==> src/shared/cap_pkg.sv <==
// Package for the camera ascii command parser: constants and carrier types.
`default_nettype none
package cap_pkg;
  // Clock, serial and timing constants.
  localparam int unsigned CLK_HZ      = 25_000_000;
  localparam int unsigned CLK_NS      = 1_000_000_000 / CLK_HZ;
  localparam int unsigned BAUD        = 9600;
  localparam int unsigned BIT_CYC     = CLK_HZ / BAUD;
  localparam int unsigned TIMEOUT_S   = 15;
  localparam int unsigned TIMEOUT_CYC = TIMEOUT_S * CLK_HZ;
  localparam int unsigned EXT_MIN_NS  = 1_000_000;
  localparam int unsigned EXT_MIN_CYC = EXT_MIN_NS / CLK_NS;
  localparam int unsigned EXPO_BASE_NS  = 156_000;
  localparam int unsigned EXPO_STEP_NS  = 10_240;
  localparam int unsigned EXPO_BASE_CYC = (EXPO_BASE_NS + CLK_NS - 1) / CLK_NS;
  localparam int unsigned EXPO_STEP_CYC = (EXPO_STEP_NS + CLK_NS - 1) / CLK_NS;
  localparam logic [3:0] STOP_IDX = 4'hb - 4'h2;
  localparam logic [3:0] TX_SLOTS = 4'hb;
  localparam logic [2:0] NAME_MAX = 3'h5;
  localparam logic [1:0] ND_MAX   = 2'h3;
  // Characters.
  localparam logic [7:0] CH_CR = 8'h0d, CH_LF = 8'h0a, CH_QM = 8'h3f, CH_EQ = 8'h3d;
  localparam logic [7:0] CH_0 = 8'h30, CH_9 = 8'h39, CH_A = 8'h61, CH_Z = 8'h7a;
  localparam logic [7:0] CH_UO = 8'h4f, CH_UK = 8'h4b, CH_UN = 8'h4e, CH_UG = 8'h47;
  localparam logic [7:0] CH_UE = 8'h45, CH_UC = 8'h43, CH_UT = 8'h54;
  // Command names, packed right aligned.
  localparam logic [39:0] NM_CTRL = 40'h006374726c, NM_DIPSW = 40'h6469707377;
  localparam logic [39:0] NM_ID   = 40'h0000006964, NM_BIT   = 40'h0000626974;
  localparam logic [39:0] NM_SYNC = 40'h0073796e63, NM_EXPC  = 40'h0065787063;
  localparam logic [39:0] NM_EXPT = 40'h0065787074;
  // Argument limits and decimal helpers.
  localparam logic [9:0] LIM_BIN = 10'h001, LIM_BYTE = 10'h0ff, LIM_EXPC = 10'h002;
  localparam logic [9:0] DEC_BASE = 10'h00a, ARG_W8 = 10'h008, ARG_W10 = 10'h00a;
  localparam logic [7:0] DEC_HUND = 8'h64, DEC_TEN = 8'h0a;
  localparam logic [7:0] VAL_W8 = 8'h08, VAL_W10 = 8'h0a;
  localparam logic [3:0] GAIN_MIN = 4'h1;
  // Register map.
  localparam logic [7:0] A_CTRL = 8'h00, A_STAT = 8'h04;
  localparam logic [1:0] RESP_OKAY = 2'h0, RESP_SLVERR = 2'h2;
  typedef enum logic [2:0] {
    CMD_NONE, CMD_CTRL, CMD_DIPSW, CMD_ID, CMD_BIT, CMD_SYNC, CMD_EXPC, CMD_EXPT
  } cap_cmd_type;
  typedef enum logic [2:0] {RK_VAL, RK_OK, RK_NG, RK_NE, RK_NC} cap_kind_type;
  typedef struct packed {
    logic       ctrl;
    logic [7:0] unit_identifier;
    logic       width10;
    logic       sync;
    logic [1:0] expc;
    logic [7:0] expt;
  } cap_cfg_type;
  localparam cap_cfg_type CFG_RST = '0;
  typedef struct packed {
    logic        awvalid;
    logic [7:0]  awaddr;
    logic        wvalid;
    logic [31:0] wdata;
    logic [3:0]  wstrb;
    logic        bready;
    logic        arvalid;
    logic [7:0]  araddr;
    logic        rready;
  } cap_axi_req_type;
  typedef struct packed {
    logic        awready;
    logic        wready;
    logic        bvalid;
    logic [1:0]  bresp;
    logic        arready;
    logic        rvalid;
    logic [31:0] rdata;
    logic [1:0]  rresp;
  } cap_axi_rsp_type;
endpackage
`default_nettype wire

==> src/hw/cap_parser.sv <==
// Serial ascii command interpreter with trigger, exposure and register logic.
// Function
// - Serial frames are 1 start, 8 data, no parity, 1 stop bit at 9600 baud.
// - Command names are lower case only; upper case makes the line invalid.
// - Only single-byte characters; multi-byte or blank characters are invalid.
// - CR, LF or CR+LF end a line; every reply ends with CR alone.
// - Malformed or unknown commands get the syntax error reply.
// - Out-of-range arguments get the range error reply; setting unchanged.
// - Serial-only settings written under switch control get NC and are rejected.
// - No terminator within 15 s of line start: drop the line, reply timeout.
// - A query with or without trailing question mark returns the value.
// - Setting source select: 0 switch bank, 1 serial commands.
// - The switch query returns the eight switches as decimal 0 to 255.
// - Unit identifier 0 to 255, default 0, readable and writable.
// - Output width 8 (default) or 10, written only under serial control.
// - Line trigger source: 0 internal, 1 external.
// - External trigger with period under 1 ms falls back to internal.
// - Exposure mode 0, 1 or 2, written only under serial control.
// - Gain step defaults to times one, raised to times eight by the selector.
// - Exposure length 0 to 255, written only under serial control.
// - Fixed exposure lasts 156 us plus 10.24 us per unit from trigger edge.
//
// Local design decisions: the AXI4-Lite register port and the register offsets.
`default_nettype none
module cap_parser #(
  parameter int unsigned TIMEOUT_CYCLES   = cap_pkg::TIMEOUT_CYC,
  parameter int unsigned EXT_MIN_CYCLES   = cap_pkg::EXT_MIN_CYC,
  parameter int unsigned EXPO_BASE_CYCLES = cap_pkg::EXPO_BASE_CYC,
  parameter int unsigned EXPO_STEP_CYCLES = cap_pkg::EXPO_STEP_CYC,
  parameter int unsigned BIT_CYCLES       = cap_pkg::BIT_CYC
) (
  // Clock and reset.
  input  wire logic                     clk,
  input  wire logic                     srst,
  // Serial link.
  input  wire logic                     rxd,
  output var  logic                     txd_q,
  // Switch bank, gain selector and external trigger.
  input  wire logic [7:0]               dip_sw,
  input  wire logic [2:0]               gain_switch,
  input  wire logic                     ext_sync,
  // Camera controls.
  output var  cap_pkg::cap_cfg_type     cfg_q,
  output var  logic                     width10_eff_q,
  output var  logic                     ext_trig_sel_q,
  output var  logic                     expose_q,
  output var  logic [3:0]               gain_step_q,
  // Register bus.
  input  wire cap_pkg::cap_axi_req_type axi_req,
  output var  cap_pkg::cap_axi_rsp_type axi_rsp_q
);
  import cap_pkg::*;

  logic [11:0] rx_cnt_q, tx_cnt_q;
  logic [3:0]  rx_bit_q, tx_left_q;
  logic [7:0]  rx_sh_q;
  logic [9:0]  tx_sh_q;
  logic        rx_busy_q, rx_stb_q, rx_en_q;
  logic [39:0] name_q;
  logic [2:0]  name_len_q;
  logic [1:0]  nd_q;
  logic [9:0]  val_q;
  logic [31:0] to_cnt_q;
  logic        bad_q, has_eq_q, has_qm_q, big_q, line_act_q, exec_q;
  logic [7:0]  rep_q [4];
  logic [7:0]  rep_d [4];
  logic [2:0]  rep_len_q, rep_idx_q, rep_len_d;
  logic        take, is_term, is_lower, is_digit, rep_idle, exec_go, to_go, tx_load;
  logic        locked, in_rng, wr_hit_q, wr_bit_q;
  cap_cmd_type  cmd;
  cap_kind_type kind;
  logic [7:0]  qval;

  // Receiver: samples each bit in its middle; a bad stop bit drops the byte.
  always_ff @(posedge clk) begin
    rx_stb_q <= 1'b0;
    if (srst) begin
      rx_busy_q <= 1'b0;
      rx_cnt_q  <= '0;
      rx_bit_q  <= '0;
      rx_sh_q   <= '0;
    end else if (!rx_busy_q) begin
      if (!rxd) begin
        rx_busy_q <= 1'b1;
        rx_cnt_q  <= 12'(BIT_CYCLES / 2 - 1);
        rx_bit_q  <= '0;
      end
    end else if (rx_cnt_q != '0) begin
      rx_cnt_q <= rx_cnt_q - 12'h001;
    end else begin
      rx_cnt_q <= 12'(BIT_CYCLES - 1);
      rx_bit_q <= rx_bit_q + 4'h1;
      if (rx_bit_q == '0 && rxd) begin
        rx_busy_q <= 1'b0;  // Glitch, not a start bit.
      end else if (rx_bit_q == STOP_IDX) begin
        rx_busy_q <= 1'b0;
        rx_stb_q  <= rxd;
      end else if (rx_bit_q != '0) begin
        rx_sh_q <= {rxd, rx_sh_q[7:1]};
      end
    end
  end

  // Transmitter: one extra idle slot keeps the stop bit a full bit long.
  always_ff @(posedge clk) begin
    if (srst) begin
      txd_q     <= 1'b1;
      tx_left_q <= '0;
      tx_cnt_q  <= '0;
      tx_sh_q   <= '1;
    end else if (tx_load) begin
      tx_sh_q   <= {1'b1, rep_q[rep_idx_q[1:0]], 1'b0};
      tx_left_q <= TX_SLOTS;
      tx_cnt_q  <= '0;
    end else if (tx_left_q != '0) begin
      if (tx_cnt_q == '0) begin
        txd_q     <= tx_sh_q[0];
        tx_sh_q   <= {1'b1, tx_sh_q[9:1]};
        tx_cnt_q  <= 12'(BIT_CYCLES - 1);
        tx_left_q <= tx_left_q - 4'h1;
      end else begin
        tx_cnt_q <= tx_cnt_q - 12'h001;
      end
    end
  end

  // Character classes and handshake terms.
  assign take     = rx_stb_q && rx_en_q && !exec_q;
  assign is_term  = rx_sh_q == CH_CR || rx_sh_q == CH_LF;
  assign is_lower = rx_sh_q >= CH_A && rx_sh_q <= CH_Z;
  assign is_digit = rx_sh_q >= CH_0 && rx_sh_q <= CH_9;
  assign rep_idle = rep_idx_q == rep_len_q;
  assign tx_load  = !rep_idle && tx_left_q == '0;
  assign exec_go  = exec_q && rep_idle;
  assign to_go    = line_act_q && !exec_q && rep_idle && to_cnt_q >= TIMEOUT_CYCLES - 1;

  // Line state; every executed or timed out line starts the next one empty.
  always_ff @(posedge clk) begin
    if (srst || exec_go || to_go) begin
      name_q     <= '0;
      name_len_q <= '0;
      nd_q       <= '0;
      val_q      <= '0;
      to_cnt_q   <= '0;
      bad_q      <= 1'b0;
      has_eq_q   <= 1'b0;
      has_qm_q   <= 1'b0;
      big_q      <= 1'b0;
      line_act_q <= 1'b0;
      exec_q     <= 1'b0;
    end else begin
      if (line_act_q) begin
        to_cnt_q <= to_cnt_q + 32'h1;
      end
      if (take) begin
        if (is_term) begin
          exec_q <= line_act_q;
        end else begin
          line_act_q <= 1'b1;
          if (has_qm_q) begin
            bad_q <= 1'b1;
          end else if (is_lower && !has_eq_q) begin
            if (name_len_q == NAME_MAX) begin
              bad_q <= 1'b1;
            end else begin
              name_q     <= {name_q[31:0], rx_sh_q};
              name_len_q <= name_len_q + 3'h1;
            end
          end else if (rx_sh_q == CH_QM && !has_eq_q) begin
            has_qm_q <= 1'b1;
          end else if (rx_sh_q == CH_EQ && !has_eq_q && name_len_q != '0) begin
            has_eq_q <= 1'b1;
          end else if (is_digit && has_eq_q) begin
            if (nd_q == ND_MAX) begin
              big_q <= 1'b1;  // More than three digits is always out of range.
            end else begin
              val_q <= 10'(val_q * DEC_BASE + 10'(rx_sh_q[3:0]));
              nd_q  <= nd_q + 2'h1;
            end
          end else begin
            bad_q <= 1'b1;
          end
        end
      end
    end
  end

  // Decode the finished line into a command, its value and the reply kind.
  always_comb begin
    unique case (name_q)
      NM_CTRL:  cmd = CMD_CTRL;
      NM_DIPSW: cmd = CMD_DIPSW;
      NM_ID:    cmd = CMD_ID;
      NM_BIT:   cmd = CMD_BIT;
      NM_SYNC:  cmd = CMD_SYNC;
      NM_EXPC:  cmd = CMD_EXPC;
      NM_EXPT:  cmd = CMD_EXPT;
      default:  cmd = CMD_NONE;
    endcase
    qval   = '0;
    locked = 1'b0;
    in_rng = 1'b0;
    unique case (cmd)
      CMD_NONE: ;
      CMD_CTRL: begin
        qval   = 8'(cfg_q.ctrl);
        in_rng = val_q <= LIM_BIN;
      end
      CMD_DIPSW: qval = dip_sw;
      CMD_ID: begin
        qval   = cfg_q.unit_identifier;
        in_rng = val_q <= LIM_BYTE;
      end
      CMD_BIT: begin
        qval   = cfg_q.width10 ? VAL_W10 : VAL_W8;
        locked = 1'b1;
        in_rng = val_q == ARG_W8 || val_q == ARG_W10;
      end
      CMD_SYNC: begin
        qval   = 8'(cfg_q.sync);
        in_rng = val_q <= LIM_BIN;
      end
      CMD_EXPC: begin
        qval   = 8'(cfg_q.expc);
        locked = 1'b1;
        in_rng = val_q <= LIM_EXPC;
      end
      CMD_EXPT: begin
        qval   = cfg_q.expt;
        locked = 1'b1;
        in_rng = val_q <= LIM_BYTE;
      end
    endcase
    // Lock is checked before range, so a locked write under switch control never reports NE.
    if (bad_q || cmd == CMD_NONE) begin
      kind = RK_NG;
    end else if (!has_eq_q) begin
      kind = RK_VAL;
    end else if (nd_q == '0 || cmd == CMD_DIPSW) begin
      kind = RK_NG;
    end else if (locked && !cfg_q.ctrl) begin
      kind = RK_NC;
    end else if (big_q || !in_rng) begin
      kind = RK_NE;
    end else begin
      kind = RK_OK;
    end
  end

  // Reply text: value digits or two letters, always closed by a lone CR.
  always_comb begin
    rep_d[0]  = CH_UT;
    rep_d[1]  = CH_UO;
    rep_d[2]  = CH_CR;
    rep_d[3]  = CH_CR;
    rep_len_d = 3'h3;
    if (!to_go) begin
      unique case (kind)
        RK_OK: rep_d[1] = CH_UK;
        RK_NG: rep_d[1] = CH_UG;
        RK_NE: rep_d[1] = CH_UE;
        RK_NC: rep_d[1] = CH_UC;
        RK_VAL: ;
      endcase
      rep_d[0] = (kind == RK_OK) ? CH_UO : CH_UN;
      if (kind == RK_VAL) begin
        if (qval >= DEC_HUND) begin
          rep_d[0]  = CH_0 | qval / DEC_HUND;
          rep_d[1]  = CH_0 | (qval / DEC_TEN) % DEC_TEN;
          rep_d[2]  = CH_0 | qval % DEC_TEN;
          rep_len_d = 3'h4;
        end else if (qval >= DEC_TEN) begin
          rep_d[0]  = CH_0 | qval / DEC_TEN;
          rep_d[1]  = CH_0 | qval % DEC_TEN;
        end else begin
          rep_d[0]  = CH_0 | qval;
          rep_d[1]  = CH_CR;
          rep_len_d = 3'h2;
        end
      end
    end
  end

  // Reply buffer and its send pointer.
  always_ff @(posedge clk) begin
    if (srst) begin
      rep_len_q <= '0;
      rep_idx_q <= '0;
      rep_q     <= '{default: '0};
    end else if (exec_go || to_go) begin
      rep_q     <= rep_d;
      rep_len_q <= rep_len_d;
      rep_idx_q <= '0;
    end else if (tx_load) begin
      rep_idx_q <= rep_idx_q + 3'h1;
    end
  end

  // Settings are only touched by an accepted write.
  always_ff @(posedge clk) begin
    if (srst) begin
      cfg_q <= CFG_RST;
    end else if (exec_go && kind == RK_OK) begin
      unique case (cmd)
        CMD_NONE, CMD_DIPSW: ;
        CMD_CTRL: cfg_q.ctrl            <= val_q[0];
        CMD_ID:   cfg_q.unit_identifier <= val_q[7:0];
        CMD_BIT:  cfg_q.width10         <= val_q == ARG_W10;
        CMD_SYNC: cfg_q.sync            <= val_q[0];
        CMD_EXPC: cfg_q.expc            <= val_q[1:0];
        CMD_EXPT: cfg_q.expt            <= val_q[7:0];
      endcase
    end
  end

  // Trigger period check, fallback, exposure timing and gain step.
  logic        ext_d_q, ext_ok_q, ext_rise;
  logic [15:0] per_cnt_q;
  logic [16:0] expo_cnt_q;
  assign ext_rise = ext_sync && !ext_d_q;
  always_ff @(posedge clk) begin
    if (srst) begin
      ext_d_q        <= 1'b0;
      ext_ok_q       <= 1'b0;
      per_cnt_q      <= '0;
      ext_trig_sel_q <= 1'b0;
      width10_eff_q  <= 1'b0;
      gain_step_q    <= GAIN_MIN;
    end else begin
      ext_d_q        <= ext_sync;
      gain_step_q    <= 4'(gain_switch) + GAIN_MIN;
      width10_eff_q  <= cfg_q.ctrl ? cfg_q.width10 : dip_sw[0];
      ext_trig_sel_q <= cfg_q.sync && ext_ok_q;
      if (ext_rise) begin
        ext_ok_q  <= per_cnt_q >= 16'(EXT_MIN_CYCLES - 1);
        per_cnt_q <= '0;
      end else if (per_cnt_q != '1) begin
        per_cnt_q <= per_cnt_q + 16'h1;
      end
    end
  end

  // Exposure modes apply only under serial control; otherwise whole line.
  always_ff @(posedge clk) begin
    if (srst) begin
      expo_cnt_q <= '0;
      expose_q   <= 1'b0;
    end else if (cfg_q.ctrl && cfg_q.expc == 2'h1) begin
      if (ext_rise) begin
        expo_cnt_q <= 17'(EXPO_BASE_CYCLES) + 17'(EXPO_STEP_CYCLES) * 17'(cfg_q.expt);
      end else if (expo_cnt_q != '0) begin
        expo_cnt_q <= expo_cnt_q - 17'h1;
      end
      expose_q <= ext_rise || expo_cnt_q > 17'h1;
    end else begin
      expo_cnt_q <= '0;
      expose_q   <= (cfg_q.ctrl && cfg_q.expc == 2'h2) ? ext_sync : 1'b1;
    end
  end

  // Register bus slave: address and data taken in either order.
  always_ff @(posedge clk) begin
    if (srst) begin
      axi_rsp_q         <= '0;
      axi_rsp_q.awready <= 1'b1;
      axi_rsp_q.wready  <= 1'b1;
      axi_rsp_q.arready <= 1'b1;
      rx_en_q           <= 1'b1;
      wr_hit_q          <= 1'b0;
      wr_bit_q          <= 1'b0;
    end else begin
      if (axi_req.awvalid && axi_rsp_q.awready) begin
        axi_rsp_q.awready <= 1'b0;
        axi_rsp_q.bresp   <= axi_req.awaddr == A_CTRL ? RESP_OKAY : RESP_SLVERR;
      end
      if (axi_req.wvalid && axi_rsp_q.wready) begin
        axi_rsp_q.wready <= 1'b0;
        wr_hit_q         <= axi_req.wstrb[0];
        wr_bit_q         <= axi_req.wdata[0];
      end
      // The data bit waits until the address is known, so a stray write changes nothing.
      if (!axi_rsp_q.awready && !axi_rsp_q.wready && !axi_rsp_q.bvalid) begin
        axi_rsp_q.bvalid <= 1'b1;
        if (axi_rsp_q.bresp == RESP_OKAY && wr_hit_q) begin
          rx_en_q <= wr_bit_q;
        end
      end
      if (axi_rsp_q.bvalid && axi_req.bready) begin
        axi_rsp_q.bvalid  <= 1'b0;
        axi_rsp_q.awready <= 1'b1;
        axi_rsp_q.wready  <= 1'b1;
      end
      if (axi_req.arvalid && axi_rsp_q.arready) begin
        axi_rsp_q.arready <= 1'b0;
        axi_rsp_q.rvalid  <= 1'b1;
        axi_rsp_q.rresp   <= RESP_OKAY;
        if (axi_req.araddr == A_CTRL) begin
          axi_rsp_q.rdata <= 32'(rx_en_q);
        end else if (axi_req.araddr == A_STAT) begin
          axi_rsp_q.rdata <= {9'h0, ext_ok_q, line_act_q, cfg_q};
        end else begin
          axi_rsp_q.rdata <= '0;
          axi_rsp_q.rresp <= RESP_SLVERR;
        end
      end
      if (axi_rsp_q.rvalid && axi_req.rready) begin
        axi_rsp_q.rvalid  <= 1'b0;
        axi_rsp_q.arready <= 1'b1;
      end
    end
  end
endmodule
`default_nettype wire

==> config.mk <==
export PLATFORM = sky130hd
export DESIGN_NAME = cap_parser
export DESIGN_NICKNAME = d
export VERILOG_FILES = /design/src/shared/cap_pkg.sv /design/src/hw/cap_parser.sv
export SDC_FILE = /design/constraint.sdc
export NUM_CORES = 1
export LEC_CHECK = 0
export ABC_CLOCK_PERIOD_IN_PS = 11750
export BUFFER_PORTS_ARGS = -buffer_cell sky130_fd_sc_hd__clkbuf_2
export CAP_MARGIN = 20
export CORE_ASPECT_RATIO = 1.75
export CORE_UTILIZATION = 39
export CTS_CLUSTER_SIZE = 30
export DETAILED_ROUTE_END_ITERATION = 8
export PLACE_DENSITY = 0.56
export SYNTH_ARGS = -nofsm -noshare
export SYNTH_HDL_FRONTEND = slang
export SYNTH_SLANG_ARGS = --single-unit
==> constraint.sdc <==
create_clock -name clk -period 11.75 [get_ports clk]
set_clock_uncertainty 0.05 [all_clocks]
set_input_delay 1.175 -clock clk [delete_from_list [all_inputs] [get_ports clk]]
set_output_delay 1.175 -clock clk [all_outputs]
set_load 0.1 [all_outputs]
---- Word level (Yosys, flattened, before mapping) ----
Index checks and enable logic that the tools add are counted.
storage, ports and cells
  output and inout port bits .............. 70
  word-level logic and storage cells ...... 289
  flip-flop bits (word level) ............. 283
operators by class
  equal/unequal tests ..................... 38
  add/sub/neg operators ................... 13
  reduce and logical (&&, ||, !) cells .... 93
  multiplexer cells ....................... 61
  divide/modulo/power cells ............... 4
  bitwise operators ....................... 14
  multipliers ............................. 1
  $lt $le $gt $ge ......................... 13
operator list
  operator               count
  $eq 40x31->1 const B   4
  $pmux 8 s7             1
  $mux 12                4
  $mux 24                2
  $eq 40x15->1 const B   1
  $eq 40x23->1 const B   1
  $eq 40x39->1 const B   1
  $mux 17                2
  $add 32x1->32 const B  1
  $ge 32x29->1 const B   1
  $mux 16                2
  $mux 32                1
  $logic_and 1x1->1      29
  $mux 9                 3
  $mux 4                 6
  $mux 8                 3
  $reduce_and 2->1       12
  $sub 12x1->12 const B  2
  $mux 23                1
  $mux 3                 7
  $pmux 3 s7             1
  $eq 10x4->1 const B    2
  $mux 1                 20
  $eq 3x3->1 const B     6
  63 further kinds       124

---- Depth between registers and ports, before layout ----
Gate-level depths: netlist of the first run.
  depth in word-level cells ............... 16
  depth in mapped cells ................... 28

---- Worst setup path before layout of the first run ----
No wires, ideal clock.
  path kind ............................... flip-flop to flip-flop
  start ................................... register name_q[17]
  end ..................................... register rep_q[19] (netlist name)
  cell stages (with the launch flop) ...... 29
  path buffers ............................ 3
  period minus slack after synthesis ...... 5.717 ns
  slack ................................... 6.033 ns
  library setup time ...................... 0.114 ns
  arrival ................................. 5.553 ns
  path through ............................ dfxtp_1 -> clkbuf_1 -> and4b_1 -> nand4_1 -> nor4_1 -> clkbuf_1 -> a221oi_1 -> nand2b_1 -> clkbuf_1 -> o21ai_0 -> a221oi_1 -> nor2_1 -> a21oi_1 -> ha_1 -> o211ai_2 -> nor2_1 -> o21ai_0 -> a31oi_1 -> o2bb2ai_1 -> a222oi_1 -> nor3_1 -> o31ai_1 -> ha_1 -> nor4b_1 -> nor3_1 -> nor2_1 -> a31oi_1 -> nand4_1 -> a21o_1
between the ends
  cells in the longest elaborated chain, start to end .. 16
  elaborated cells between the ends (all ways) .. 47
RTL lines
  element                                               RTL line           text
  start, declared                                       cap_parser.sv:59   logic [39:0] name_q;
  start signal, assigned                                cap_parser.sv:166  name_q <= {name_q[31:0], rx_sh_q};
  $eq 40x31->1 (tied with other cells)                  cap_parser.sv:190  unique case (name_q)
  $pmux 3 s7 (*)                                        cap_parser.sv:190
  branches (longest 12 deep; another with $div 8x4->8)  --
  $mux 24 (*)                                           cap_parser.sv:266  if (kind == RK_VAL) begin
  $mux 24 (*)                                           cap_parser.sv:257  if (!to_go) begin
  end signal, assigned                                  cap_parser.sv:291  rep_q <= rep_d;
  end, declared                                         cap_parser.sv:65   logic [7:0] rep_q [4];
Mark *: on every way between the ends.
A chain may end at the register's enable or synchronous reset.

---- Final worst setup path of the first run ----
  start ................................... register name_q[8]
  end ..................................... register rep_q[19] (netlist name)
The elaborated chain is that of the path after synthesis.

==> summary.md, run 1 <==
| Metric | Value |
|---|---|
| Outcome | finished clean |
| Drt first-iter violations | 774 |
| Root Driver | clkbuf_16 |
| Hold Path Depth | 2 |
| H-tree levels | 1 |
| Power Density | 121 mW/mm^2 |
| IO Port Bufs | 96 |
| Yosys cell types | 102 |
| Routed Antenna Nets | 0 |
| Maxcap violations | 0 |
| Clk sink count | 269 |
| Actual slew at the worst max-slew pin | 1.09 ns |
| Total track usage | 0.237 |
| Area growth syn-to-layout | 12.3% |
| Ys Warns | 0 |
| Final setup fails | 0 |
| Crit start category | flop |
| DRC viols | 0 |
| Die height | 264 um |
| Tcrit/Tclk final | 0.614 |
| I/O pin cnt | 142 |
| Final Hold Fails | 0 |
| Static leakage | 6.39 nW |
| Synth Flop Type | dfxtp_1 |
| Non-filler cells in the finished layout | 2,472 |
| Final #Nets | 2,079 |
| Asr flop ratio synth | 0 |
| Routability cong. | 0.952 |
| Endpoint class of the critical path | flop |
| Num CTS Buffers | 28 |
| Core Util, Final | 0.445 |
| Post CTS Setup Buffer Count | 0 |
| Die width | 151 um |
| Final Worst Setup Slack | 4.53 ns |
| Syn Inst Count | 1,910 |
| Number of global-route vias before repair | 13,700 |
| Post-synth EDFFs | 0 |
| Worst R2R Setup Slack | 4.53 ns |
| #FFs+latches synth | 269 |
| WL final | 47,300 um |
| Syn Area/Cell | 7.98 sq um |
| Floorplan row count | 95 |
| Initial antenna violation count | 0 |
| DP Wirelength | 35,200 um |
| Die area | 0.0399 sq mm |
| Hold Crit Class | flop to flop |
| First-pass GRT wire length | 74,000 um |
| Max Clk Rate | 0.139 GHz |
| Reg2Reg Depth | 26 |
| Resized cells post-CTS | 0 |
| Worst EP required | 12.17 ns |
| GR Overflow Total | 0 |
| 1st-pass router iterations | 7 |
| Initial Util | 0.396 |
| Avg WL per Cell | 19.1 um |
| Arr. time, crit path | 7.64 ns |
| Clock latency on the worst-skew pair | 0.60 ns |
| RSZ-0062 raised after global routing | no |
| Register area share after synthesis | 0.353 |
| Reg2reg end | rep_q[19] |
| Vias per inst | 5.82 |
| Core footprint | 0.0385 sq mm |
| Mapped Area | 0.0152 sq mm |
| Sum of negative setup slack | 0 ns |
| Peak supply drop | 0.0918 mV |
| Clock Path Buffers | 3 |
| TritonCTS clock tree | yes |
| Vias | 14,400 |
| # hold bufs at CTS | 0 |
| Diode count | 0 |
| CP max FO | 18 |
| Slew headroom | 0.272 |
| Clock transition at path regs | 0.06 ns |
| Post-synth top area cell | dfxtp_1 |
| Tmin final | 7.22 ns |
| Placed Cells incl. Taps | 2,420 |
| Post-place setup slack | 4.74 ns |
| Synth top area share | 0.353 |
| Worst min-delay path endpoint | tx_sh_q[7] |
| Hold Startpoint | tx_sh_q[7] |
| WS Path Type | flop to flop |
| Fraction of layout cells with a size suffix above 1 | 0.117 |
| Top post-synthesis cells by area | dfxtp_1 35%, nor2_1 6.7%, nand2_1 5.4%, a21oi_1 4.4%, mux2i_1 3.3% |
| Critical register-to-register path startpoint | name_q[8] |
| Largest net degree at the start of global routing | 96 |
| Count of pins over their slew limit | 0 |
final cells by class:
type                    instances  area [sq um]
inverters                      42           158
clock inverters                16           190
well taps                     485           607
fillers                      3953         21400
multi-input cells            1497          9280
repair buffers                128           723
clock buffers                  35           777
flip-flops and latches        269          5390
state kept, by name, indices dropped and copies added, names as in the netlist, 2 cells and up:
signal	count
rx_cnt_q	12
to_cnt_q	32
name_q	40
rep_len_q	2
axi_rsp_q	30
tx_cnt_q	12
rx_bit_q	4
expo_cnt_q	17
gain_step_q	4
rep_q	23
name_len_q	3
tx_sh_q	9
rep_idx_q	3
val_q	10
tx_left_q	4
rx_sh_q	8
cfg_q	21
nd_q	2
per_cnt_q	16
per-stage QoR:
step                      area [sq um]  power (mW)  hold slack, ns
after floorplan                  15300        1.12           0.372
after global placement           16100        1.15           0.391
after detailed placement         16100        1.16           0.395
after CTS                        17100        2.11           0.406
after global routing             17100        2.16           0.413
final                            17100        2.07           0.398
worst max-delay path, cell delays in order (launching register included):
cell and delay, ns:
dfxtp_1 0.51, nor4b_1 0.34, nand4_1 0.31, nor3_1 0.79
a222oi_1 0.27, buf_4 0.28, nand2b_1 0.26, o21ai_0 0.20
a221oi_1 0.27, nor2_1 0.08, a21oi_1 0.19, ha_1 0.39
o211ai_2 0.29, nor2_1 0.45, o21ai_0 0.17, a31oi_1 0.22
o2bb2ai_1 0.14, a222oi_1 0.31, nor3_1 0.10, o31ai_1 0.22
ha_1 0.30, nor4b_1 0.12, nor3_1 0.28, nor3_1 0.08
a21oi_1 0.19, nand4_1 0.11, a21o_1 0.19
worst max path at each step:
stage / startpoint / to / slack [ns] / depth (start not counted)
after CTS: name_q[8] / rep_q[19] / 4.69 / 26
after global placement: name_q[8] / rep_q[19] / 4.84 / 26
after global routing: name_q[8] / rep_q[19] / 4.05 / 26
final: name_q[8] / rep_q[19] / 4.53 / 26
after detailed placement: name_q[8] / rep_q[19] / 4.74 / 26
after floorplan: name_q[17] / rep_q[19] / 6.03 / 28
cells in the final DEF (no fill, tap or decap), types with 25 or more instances in the layout:
cell       instances
o21ai_0           57
nand2_1          220
buf_4             33
nor3_1            46
nand4_1           28
nand3_1           68
dfxtp_1          269
clkbuf_2          95
a21oi_1          133
xnor2_1           46
and3_1            33
and2_1            25
mux2i_1           50
clkbuf_16         28
nor2_1           274
a22oi_1           30
inv_1             42
ha_1              39
xor2_1            45
nor4_1            33
report_power, final:
part	internal (mW)	total (mW)	switching [mW]
clock network	0.538	0.937	0.399
registers	0.935	0.955	0.0206
logic	0.0572	0.182	0.124
total	1.53	2.07	0.544
cell families after synthesis:
kind of cell,share of synthesized area
AOI/OAI and AO/OA,0.195
muxes,0.0373
and+or+nand+nor,0.284
DFF,0.353
adders and majority gates,0.0353
buffers and inverters,0.0427
other,0.000246
xor gates and xnor gates,0.0523
synthesized netlist by cell type (all sizes together), types with 11 or more instances:
cell	number
a22oi	30
nand4	29
and4	15
a21oi	133
ha	39
nand3	68
nor2b	16
xor2	45
xnor2	46
o211ai	14
mux2i	50
o21ai	60
inv	42
dfxtp	269
nor3	51
a221oi	21
buf	35
and3	33
and2	28
nand2b	20
nand2	223
a31oi	22
a211oi	23
clkbuf	77
or3	16
nor2	276
or4	11
nor4	36
per-layer routing:
metal | part of all wire | global-route usage
met1 | 0.38 | 0.252
met2 | 0.51 | 0.425
met4 | 0.076 | 0.169
met3 | 0.035 | 0.0246
met5 | 0 | 0
Power figures use the tool's default switching activity.
==> run 2, diff against run 1 <==
Settings changed: ABC_AREA set to 1, ABC_CLOCK_PERIOD_IN_PS 11750 to 7150, PLACE_DENSITY 0.56 to 0.57.
Clock period 11.75 ns to 7.15 ns, I/O delays scaled along.
==> run 2 against run 1 <==
  * Non-clock buffer count is 19 lower
  * Sequential power is 71% higher
  * Final cell count is 6.9% higher
  * First-iteration DRC count is 10% lower
  * Global-route usage is 0.82 points lower
  * Combinational power grew to 3.5 times the previous value
  * Clock power is 60% higher
  * Critical path type unchanged
  * Largest cell class unchanged
==> summary.md, run 2 <==
| Metric | Value |
|---|---|
| Clock Path Buffers | 3 (unchanged) |
| DRC viols | 0 (unchanged) |
| Endpoint class of the critical path | flop |
| Outcome | finished clean |
| Initial antenna violation count | 0 (unchanged) |
| Initial Util | 0.397 (+0.00104) |
| Vias per inst | 5.22 (-10%) |
| Root Driver | clkbuf_16 |
| Commonest non-fill, non-tap cell in the layout | nand2_1 |
| Sum of negative setup slack | 0 ns (unchanged) |
| Area growth syn-to-layout | 13.2% |
| Diode count | 0 (unchanged) |
| Number of global-route vias before repair | 13,500 (-1.8%) |
| Avg WL per Cell | 16.4 um (-14%) |
| I/O pin cnt | 142 (unchanged) |
| Largest net degree at the start of global routing | 62 (-35%) |
| Post-synth top area cell | dfxtp_1 |
| GR Overflow Total | 0 (unchanged) |
| 1st-pass router iterations | 6 (-1) |
| Final setup fails | 0 (unchanged) |
| Floorplan row count | 92 (-3.2%) |
| Most used cell along the critical path | nand2_1 |
| Core footprint | 0.0361 sq mm (-6.1%) |
| Syn Inst Count | 2,062 (+8.0%) |
| Static leakage | 6.56 nW (+2.8%) |
| Total power | 3.76 mW (+81%) |
| Peak supply drop | 0.186 mV (+100%) |
| Biggest register | name_q |
| Count leader, synth | nand2_1 |
| WS Path Type | flop to flop |
| Buf+Inv Stages, Crit Path | 5 (+4) |
| Total track usage | 0.229 (-0.00819) |
| Non-filler cells in the finished layout | 2,642 (+6.9%) |
| Hold Path Depth | 2 (unchanged) |
| Top post-synthesis cells by area | dfxtp_1 38%, nand2_1 11%, inv_1 6.8%, nor2_1 6.5%, a21oi_1 6.0% |
| H-tree levels | 1 (unchanged) |
| Synth top area share | 0.375 (+0.0222) |
| Family with the most delay on the worst path | simple AND/OR/NAND/NOR gates |
| Worst min-delay path endpoint | gain_step_q[0] |
| DP Wirelength | 33,100 um (-6.0%) |
| Hold Startpoint | gain_switch[0] |
| Max FFs per register | 40 (unchanged) |
| Reg2reg end | rep_q[17] |
| Clock latency on the worst-skew pair | 0.57 ns (-0.03 ns) |
| Worst path depth | 40 (+54%) |
| Tcrit/Tclk final | 0.703 (+0.0891) |
| Crit start category | flop |
| Asr flop ratio synth | 0 (unchanged) |
| Fraction of layout cells with a size suffix above 1 | 0.114 (-0.00308) |
| TritonCTS clock tree | yes |
| Core Util, Final | 0.449 (+0.00461) |
| Num CTS Buffers | 28 (unchanged) |
| Biggest regs | name_q (40), to_cnt_q (32), axi_rsp_q (30) |
| Actual slew at the worst max-slew pin | 1.05 ns (-0.0469 ns) |
| Most frequent cells after synthesis | 409 x nand2_1, 269 x dfxtp_1, 260 x inv_1 |
| #FFs+latches synth | 269 (unchanged) |
| Worst EP required | 7.56 ns (-4.61 ns) |
| Synth Flop Type | dfxtp_1 |
| First-pass GRT wire length | 69,100 um (-6.6%) |
| WL final | 43,300 um (-8.6%) |
| Reg2Reg Depth | 40 (+54%) |
| Tmin final | 5.03 ns (-2.19 ns) |
| Register area share after synthesis | 0.375 (+0.0222) |
| Arr. time, crit path | 5.44 ns (-2.20 ns) |
| Post CTS Setup Buffer Count | 0 (unchanged) |
| Mapped Area | 0.0143 sq mm (-5.9%) |
| Maxcap violations | 0 (unchanged) |
| Routability cong. | 0.947 (-0.50%) |
| Clk sink count | 269 (unchanged) |
| Power Density | 232 mW/mm^2 (+91%) |
| Syn Area/Cell | 6.96 sq um (-13%) |
| Yosys cell types | 59 (-42%) |
| Die area | 0.0376 sq mm (-5.8%) |
| Clock transition at path regs | 0.07 ns (about the same) |
| # hold bufs at CTS | 0 (unchanged) |
| Max Clk Rate | 0.199 GHz (+44%) |
| Die height | 256 um (-3.0%) |
| Final #Nets | 2,263 (+8.9%) |
| RSZ-0062 raised after global routing | no |
| Slew headroom | 0.302 (+0.0295) |
| IO Port Bufs | 96 (unchanged) |
| Vias | 13,800 (-4.1%) |
| CP max stage delay | 0.39 ns (-0.40 ns) |
| Most frequent cells in the layout | 409 x nand2_1, 269 x dfxtp_1, 260 x inv_1, 249 x nor2_1, 173 x a21oi_1 |
| Critical register-to-register path startpoint | name_q[12] |
| Hold Crit Class | primary input to flop |
| Drt first-iter violations | 693 (-10%) |
| Resized cells post-CTS | 0 (unchanged) |
| Die width | 147 um (-3.0%) |
| Count of pins over their slew limit | 0 (unchanged) |
| Ys Warns | 0 (unchanged) |
| CP max FO | 8 (-10) |
| Final Hold Fails | 0 (unchanged) |
| Slowest-stage cell, CP | dfxtp_1 |
| Post-synth EDFFs | 0 (unchanged) |
| Routed Antenna Nets | 0 (unchanged) |
| Worst R2R Setup Slack | 2.12 ns (-2.41 ns) |
| Placed Cells incl. Taps | 2,588 (+6.9%) |
==> run 2: cell count changes after synthesis, moves of 29 or more <==
cell,delta
a22oi_1,-29
and3_1,-30
nand2_1,+188
a21oi_1,+40
mux2i_1,-49
clkbuf_1,-30
inv_1,+218
==> run 2: cell families (layout without fill, tap and decap cells) <==
kind of cell	after synthesis	count (layout)	synth area share
flip-flops	269	269	0.375
adder cells (fa/ha/maj)	41	41	0.0368
XOR/XNOR	56	56	0.0342
AND/OR/NAND/NOR	977	977	0.309
other	1	11	0.000261
multiplexers	1	1	0.000698
AO/OA/AOI/OAI	375	375	0.151
buffers and inverters	342	442	0.0925
==> run 2: per-layer routing <==
metal  track usage  part of all wire  up-vias
met2         0.444              0.53      310
met1         0.229              0.37     6388
met3        0.0276             0.036      125
li1              -                 -     6971
met5             0                 0        -
met4         0.132             0.061        0
==> run 2: where the power goes <==
part | switching (mW) | total [mW] | internal (mW)
sequential | 0.0598 | 1.63 | 1.57
combinational | 0.433 | 0.629 | 0.196
clock | 0.646 | 1.50 | 0.854
total | 1.14 | 3.76 | 2.62
==> run 2: cell type report <==
| type | count | area (sq um) |
|---|---|---|
| multi-input combinational | 1461 | 7670 |
| fill | 3782 | 19900 |
| clock inverter | 17 | 188 |
| clock buffer | 35 | 747 |
| inverter | 281 | 1060 |
| sequential | 269 | 5390 |
| tap | 470 | 588 |
| timing repair buffer | 109 | 598 |
==> run 2: worst max path at each step <==
| stage | start | end |
|---|---|---|
| after floorplan | cfg_q[5] | rep_q[19] |
| after global placement | to_cnt_q[0] | name_q[39] |
| after detailed placement | name_q[12] | rep_q[17] |
| after CTS | to_cnt_q[0] | name_q[12] |
| after global routing | name_q[8] | rep_q[19] |
| final | name_q[12] | rep_q[17] |
==> run 2: stage by stage <==
stage	hold slack [ns]	setup WS [ns]	instance area, sq um
2_1_floorplan	0.369	2.86	14400
3_3_place_gp	0.385	2.12	15300
3_5_place_dp	0.388	2.10	15300
4_1_cts	0.269	2.10	16200
5_1_grt	0.307	1.61	16200
6_report	0.297	2.12	16200
==> run 2: worst reg2reg max path, delay by kind of cell (launching register included) <==
| kind | cells | cell delay [ns] |
|---|---|---|
| fa+ha+maj | 1 | 0.18 |
| compound gates | 1 | 0.21 |
| simple gates | 33 | 3.60 |
| buf+inv | 5 | 0.49 |
| flops | 1 | 0.39 |
==> run 3, diff against run 2 <==
Settings changed: ABC_CLOCK_PERIOD_IN_PS 7150 to 4650.
Clock period 7.15 ns to 4.65 ns, I/O delays scaled along.
==> run 3 against run 2 <==
  * Clock-buffer cell count increased by 3
  * Sequential share of layout area decreased by 2.0 points
  * Sequential cell count unchanged
  * Critical path depth decreased by 1
  * Register-to-register slack got worse by 1.9 ns
  * Worst setup slack got worse by 1.9 ns
  * Routed wire length increased by 3.8%
  * Cell area increased by 7.0%
  * Combinational power increased by 54%
  * Critical path type unchanged
  * Largest cell class unchanged
==> summary.md, run 3 (synthesized netlist as in run 2, its figures left out) <==
| Metric | Value |
|---|---|
| Outcome | finished clean |
| Reg2Reg Depth | 39 (-2.5%) |
| Max FFs per register | 40 (unchanged) |
| Routability cong. | 0.953 (+0.62%) |
| Maxcap violations | 0 (unchanged) |
| Clock Path Buffers | 3 (unchanged) |
| Commonest non-fill, non-tap cell in the layout | nand2_1 |
| Vias per inst | 5.18 (-0.88%) |
| Sum of negative setup slack | 0 ns (unchanged) |
| Area growth syn-to-layout | 21.1% |
| Tcrit/Tclk final | 0.961 (+0.257) |
| WL final | 44,900 um (+3.8%) |
| Clk sink count | 269 (unchanged) |
| Final Hold Fails | 0 (unchanged) |
| Final setup fails | 0 (unchanged) |
| Hold Path Depth | 2 (unchanged) |
| Total track usage | 0.236 (+0.00699) |
| Floorplan row count | 92 (unchanged) |
| Multi-input gate area | 0.00800 sq mm (+4.3%) |
| Peak supply drop | 0.196 mV (+5.5%) |
| Routed Antenna Nets | 0 (unchanged) |
| Die width | 147 um (unchanged) |
| Tmin final | 4.47 ns (-0.563 ns) |
| CP max FO | 7 (-1) |
| Avg WL per Cell | 16.4 um (+0.35%) |
| Arr. time, crit path | 4.87 ns (-0.57 ns) |
| Endpoint class of the critical path | flop |
| Die area | 0.0376 sq mm (unchanged) |
| Clock latency on the worst-skew pair | 0.58 ns (about the same) |
| Initial Util | 0.397 (unchanged) |
| DRC viols | 0 (unchanged) |
| Final #Nets | 2,353 (+4.0%) |
| Non-filler cells in the finished layout | 2,732 (+3.4%) |
| Most frequent cells in the layout | 386 x nand2_1, 256 x inv_1, 246 x dfxtp_1, 241 x nor2_1, 172 x a21oi_1 |
| Core footprint | 0.0361 sq mm (unchanged) |
| Slowest-stage cell, CP | dfxtp_4 |
| Biggest regs | name_q (40), to_cnt_q (32), axi_rsp_q (30) |
| Number of global-route vias before repair | 13,700 (+1.5%) |
| Root Driver | clkbuf_16 |
| Placed Cells incl. Taps | 2,661 (+2.8%) |
| Actual slew at the worst max-slew pin | 0.959 ns (-0.0857 ns) |
| Max Clk Rate | 0.224 GHz (+13%) |
| Fraction of layout cells with a size suffix above 1 | 0.184 (+0.0702) |
| Worst path depth | 39 (-2.5%) |
| IO Port Bufs | 96 (unchanged) |
| I/O pin cnt | 142 (unchanged) |
| Sequential Area | 0.00542 sq mm (+0.63%) |
| Die height | 256 um (unchanged) |
| Core Util, Final | 0.481 (+0.0315) |
| Family with the most delay on the worst path | simple AND/OR/NAND/NOR gates |
| Diode count | 0 (unchanged) |
| Drt first-iter violations | 579 (-16%) |
| Most used cell along the critical path | nand2_4 |
| Power Density | 338 mW/mm^2 (+46%) |
| Hold slack | 0.0438 ns (-0.253 ns) |
| Buf+Inv Stages, Crit Path | 4 (-1) |
| Crit start category | flop |
| First-pass GRT wire length | 70,600 um (+2.2%) |
| TritonCTS clock tree | yes |
| Vias | 14,100 (+2.5%) |
| Worst EP required | 5.05 ns (-2.51 ns) |
| H-tree levels | 1 (unchanged) |
| Total power | 5.88 mW (+56%) |
| CP max stage delay | 0.36 ns (-0.03 ns) |
| Initial antenna violation count | 0 (unchanged) |
| Clock transition at path regs | 0.07 ns (about the same) |
| Hold Crit Class | primary input to flop |
| Biggest register | name_q |
| GR Overflow Total | 0 (unchanged) |
| WS Path Type | flop to flop |
| Num CTS Buffers | 28 (unchanged) |
| DP Wirelength | 34,400 um (+4.0%) |
| Count of pins over their slew limit | 0 (unchanged) |
| Static leakage | 7.18 nW (+9.4%) |
| 1st-pass router iterations | 6 (unchanged) |
| Fillers | 3,756 (-0.69%) |
| Slew headroom | 0.358 (+0.0566) |
| Largest net degree at the start of global routing | 46 (-26%) |
[run 3: path summary, 6_finish.rpt]
check | startpoint | to | slack (ns)
min reg2reg | rep_q[17] | rep_q[17] | 0.40
min | gain_switch[0] | gain_step_q[0] | 0.04
max | name_q[8] | rep_q[18] | 0.18
max reg2reg | name_q[8] | rep_q[18] | 0.18
[run 3: routing by layer]
| layer | vias up | GRT usage | routed length, um |
|---|---|---|---|
| met5 | - | 0 | 0 |
| met4 | 0 | 0.158 | 3240 |
| met3 | 138 | 0.0310 | 1640 |
| met2 | 310 | 0.447 | 23600 |
| met1 | 6540 | 0.235 | 16400 |
| li1 | 7151 | - | - |
[run 3: power breakdown]
part | leakage, nW | switching, mW | internal (mW) | total (mW)
registers | 2.19 | 0.0921 | 2.42 | 2.51
clock network | 0.485 | 1.01 | 1.39 | 2.40
logic | 4.50 | 0.662 | 0.306 | 0.968
[run 3: per-stage QoR]
step                setup WS [ns]  cell area, sq um
finish                      0.183             17400
global route              -0.0975             17400
CTS                        0.0553             16900
detailed placement         0.0678             15900
global placement            0.189             15800
floorplan                   0.364             14400
[run 3: final cells by class]
| class | instances | area share |
|---|---|---|
| Tap cell | 470 | 0.0338 |
| Sequential cell | 269 | 0.312 |
| Timing Repair Buffer | 199 | 0.0759 |
| Clock buffer | 38 | 0.0465 |
| Clock inverter | 14 | 0.0105 |
| Inverter | 281 | 0.0610 |
| Multi-Input combinational cell | 1461 | 0.460 |
[run 3: what timing repair did]
action	CTS	global route
hold endpoints to repair	0	0
hold buffers	0	0
gates resized for setup	0	111
buffers inserted	0	20
setup endpoints to repair	0	9
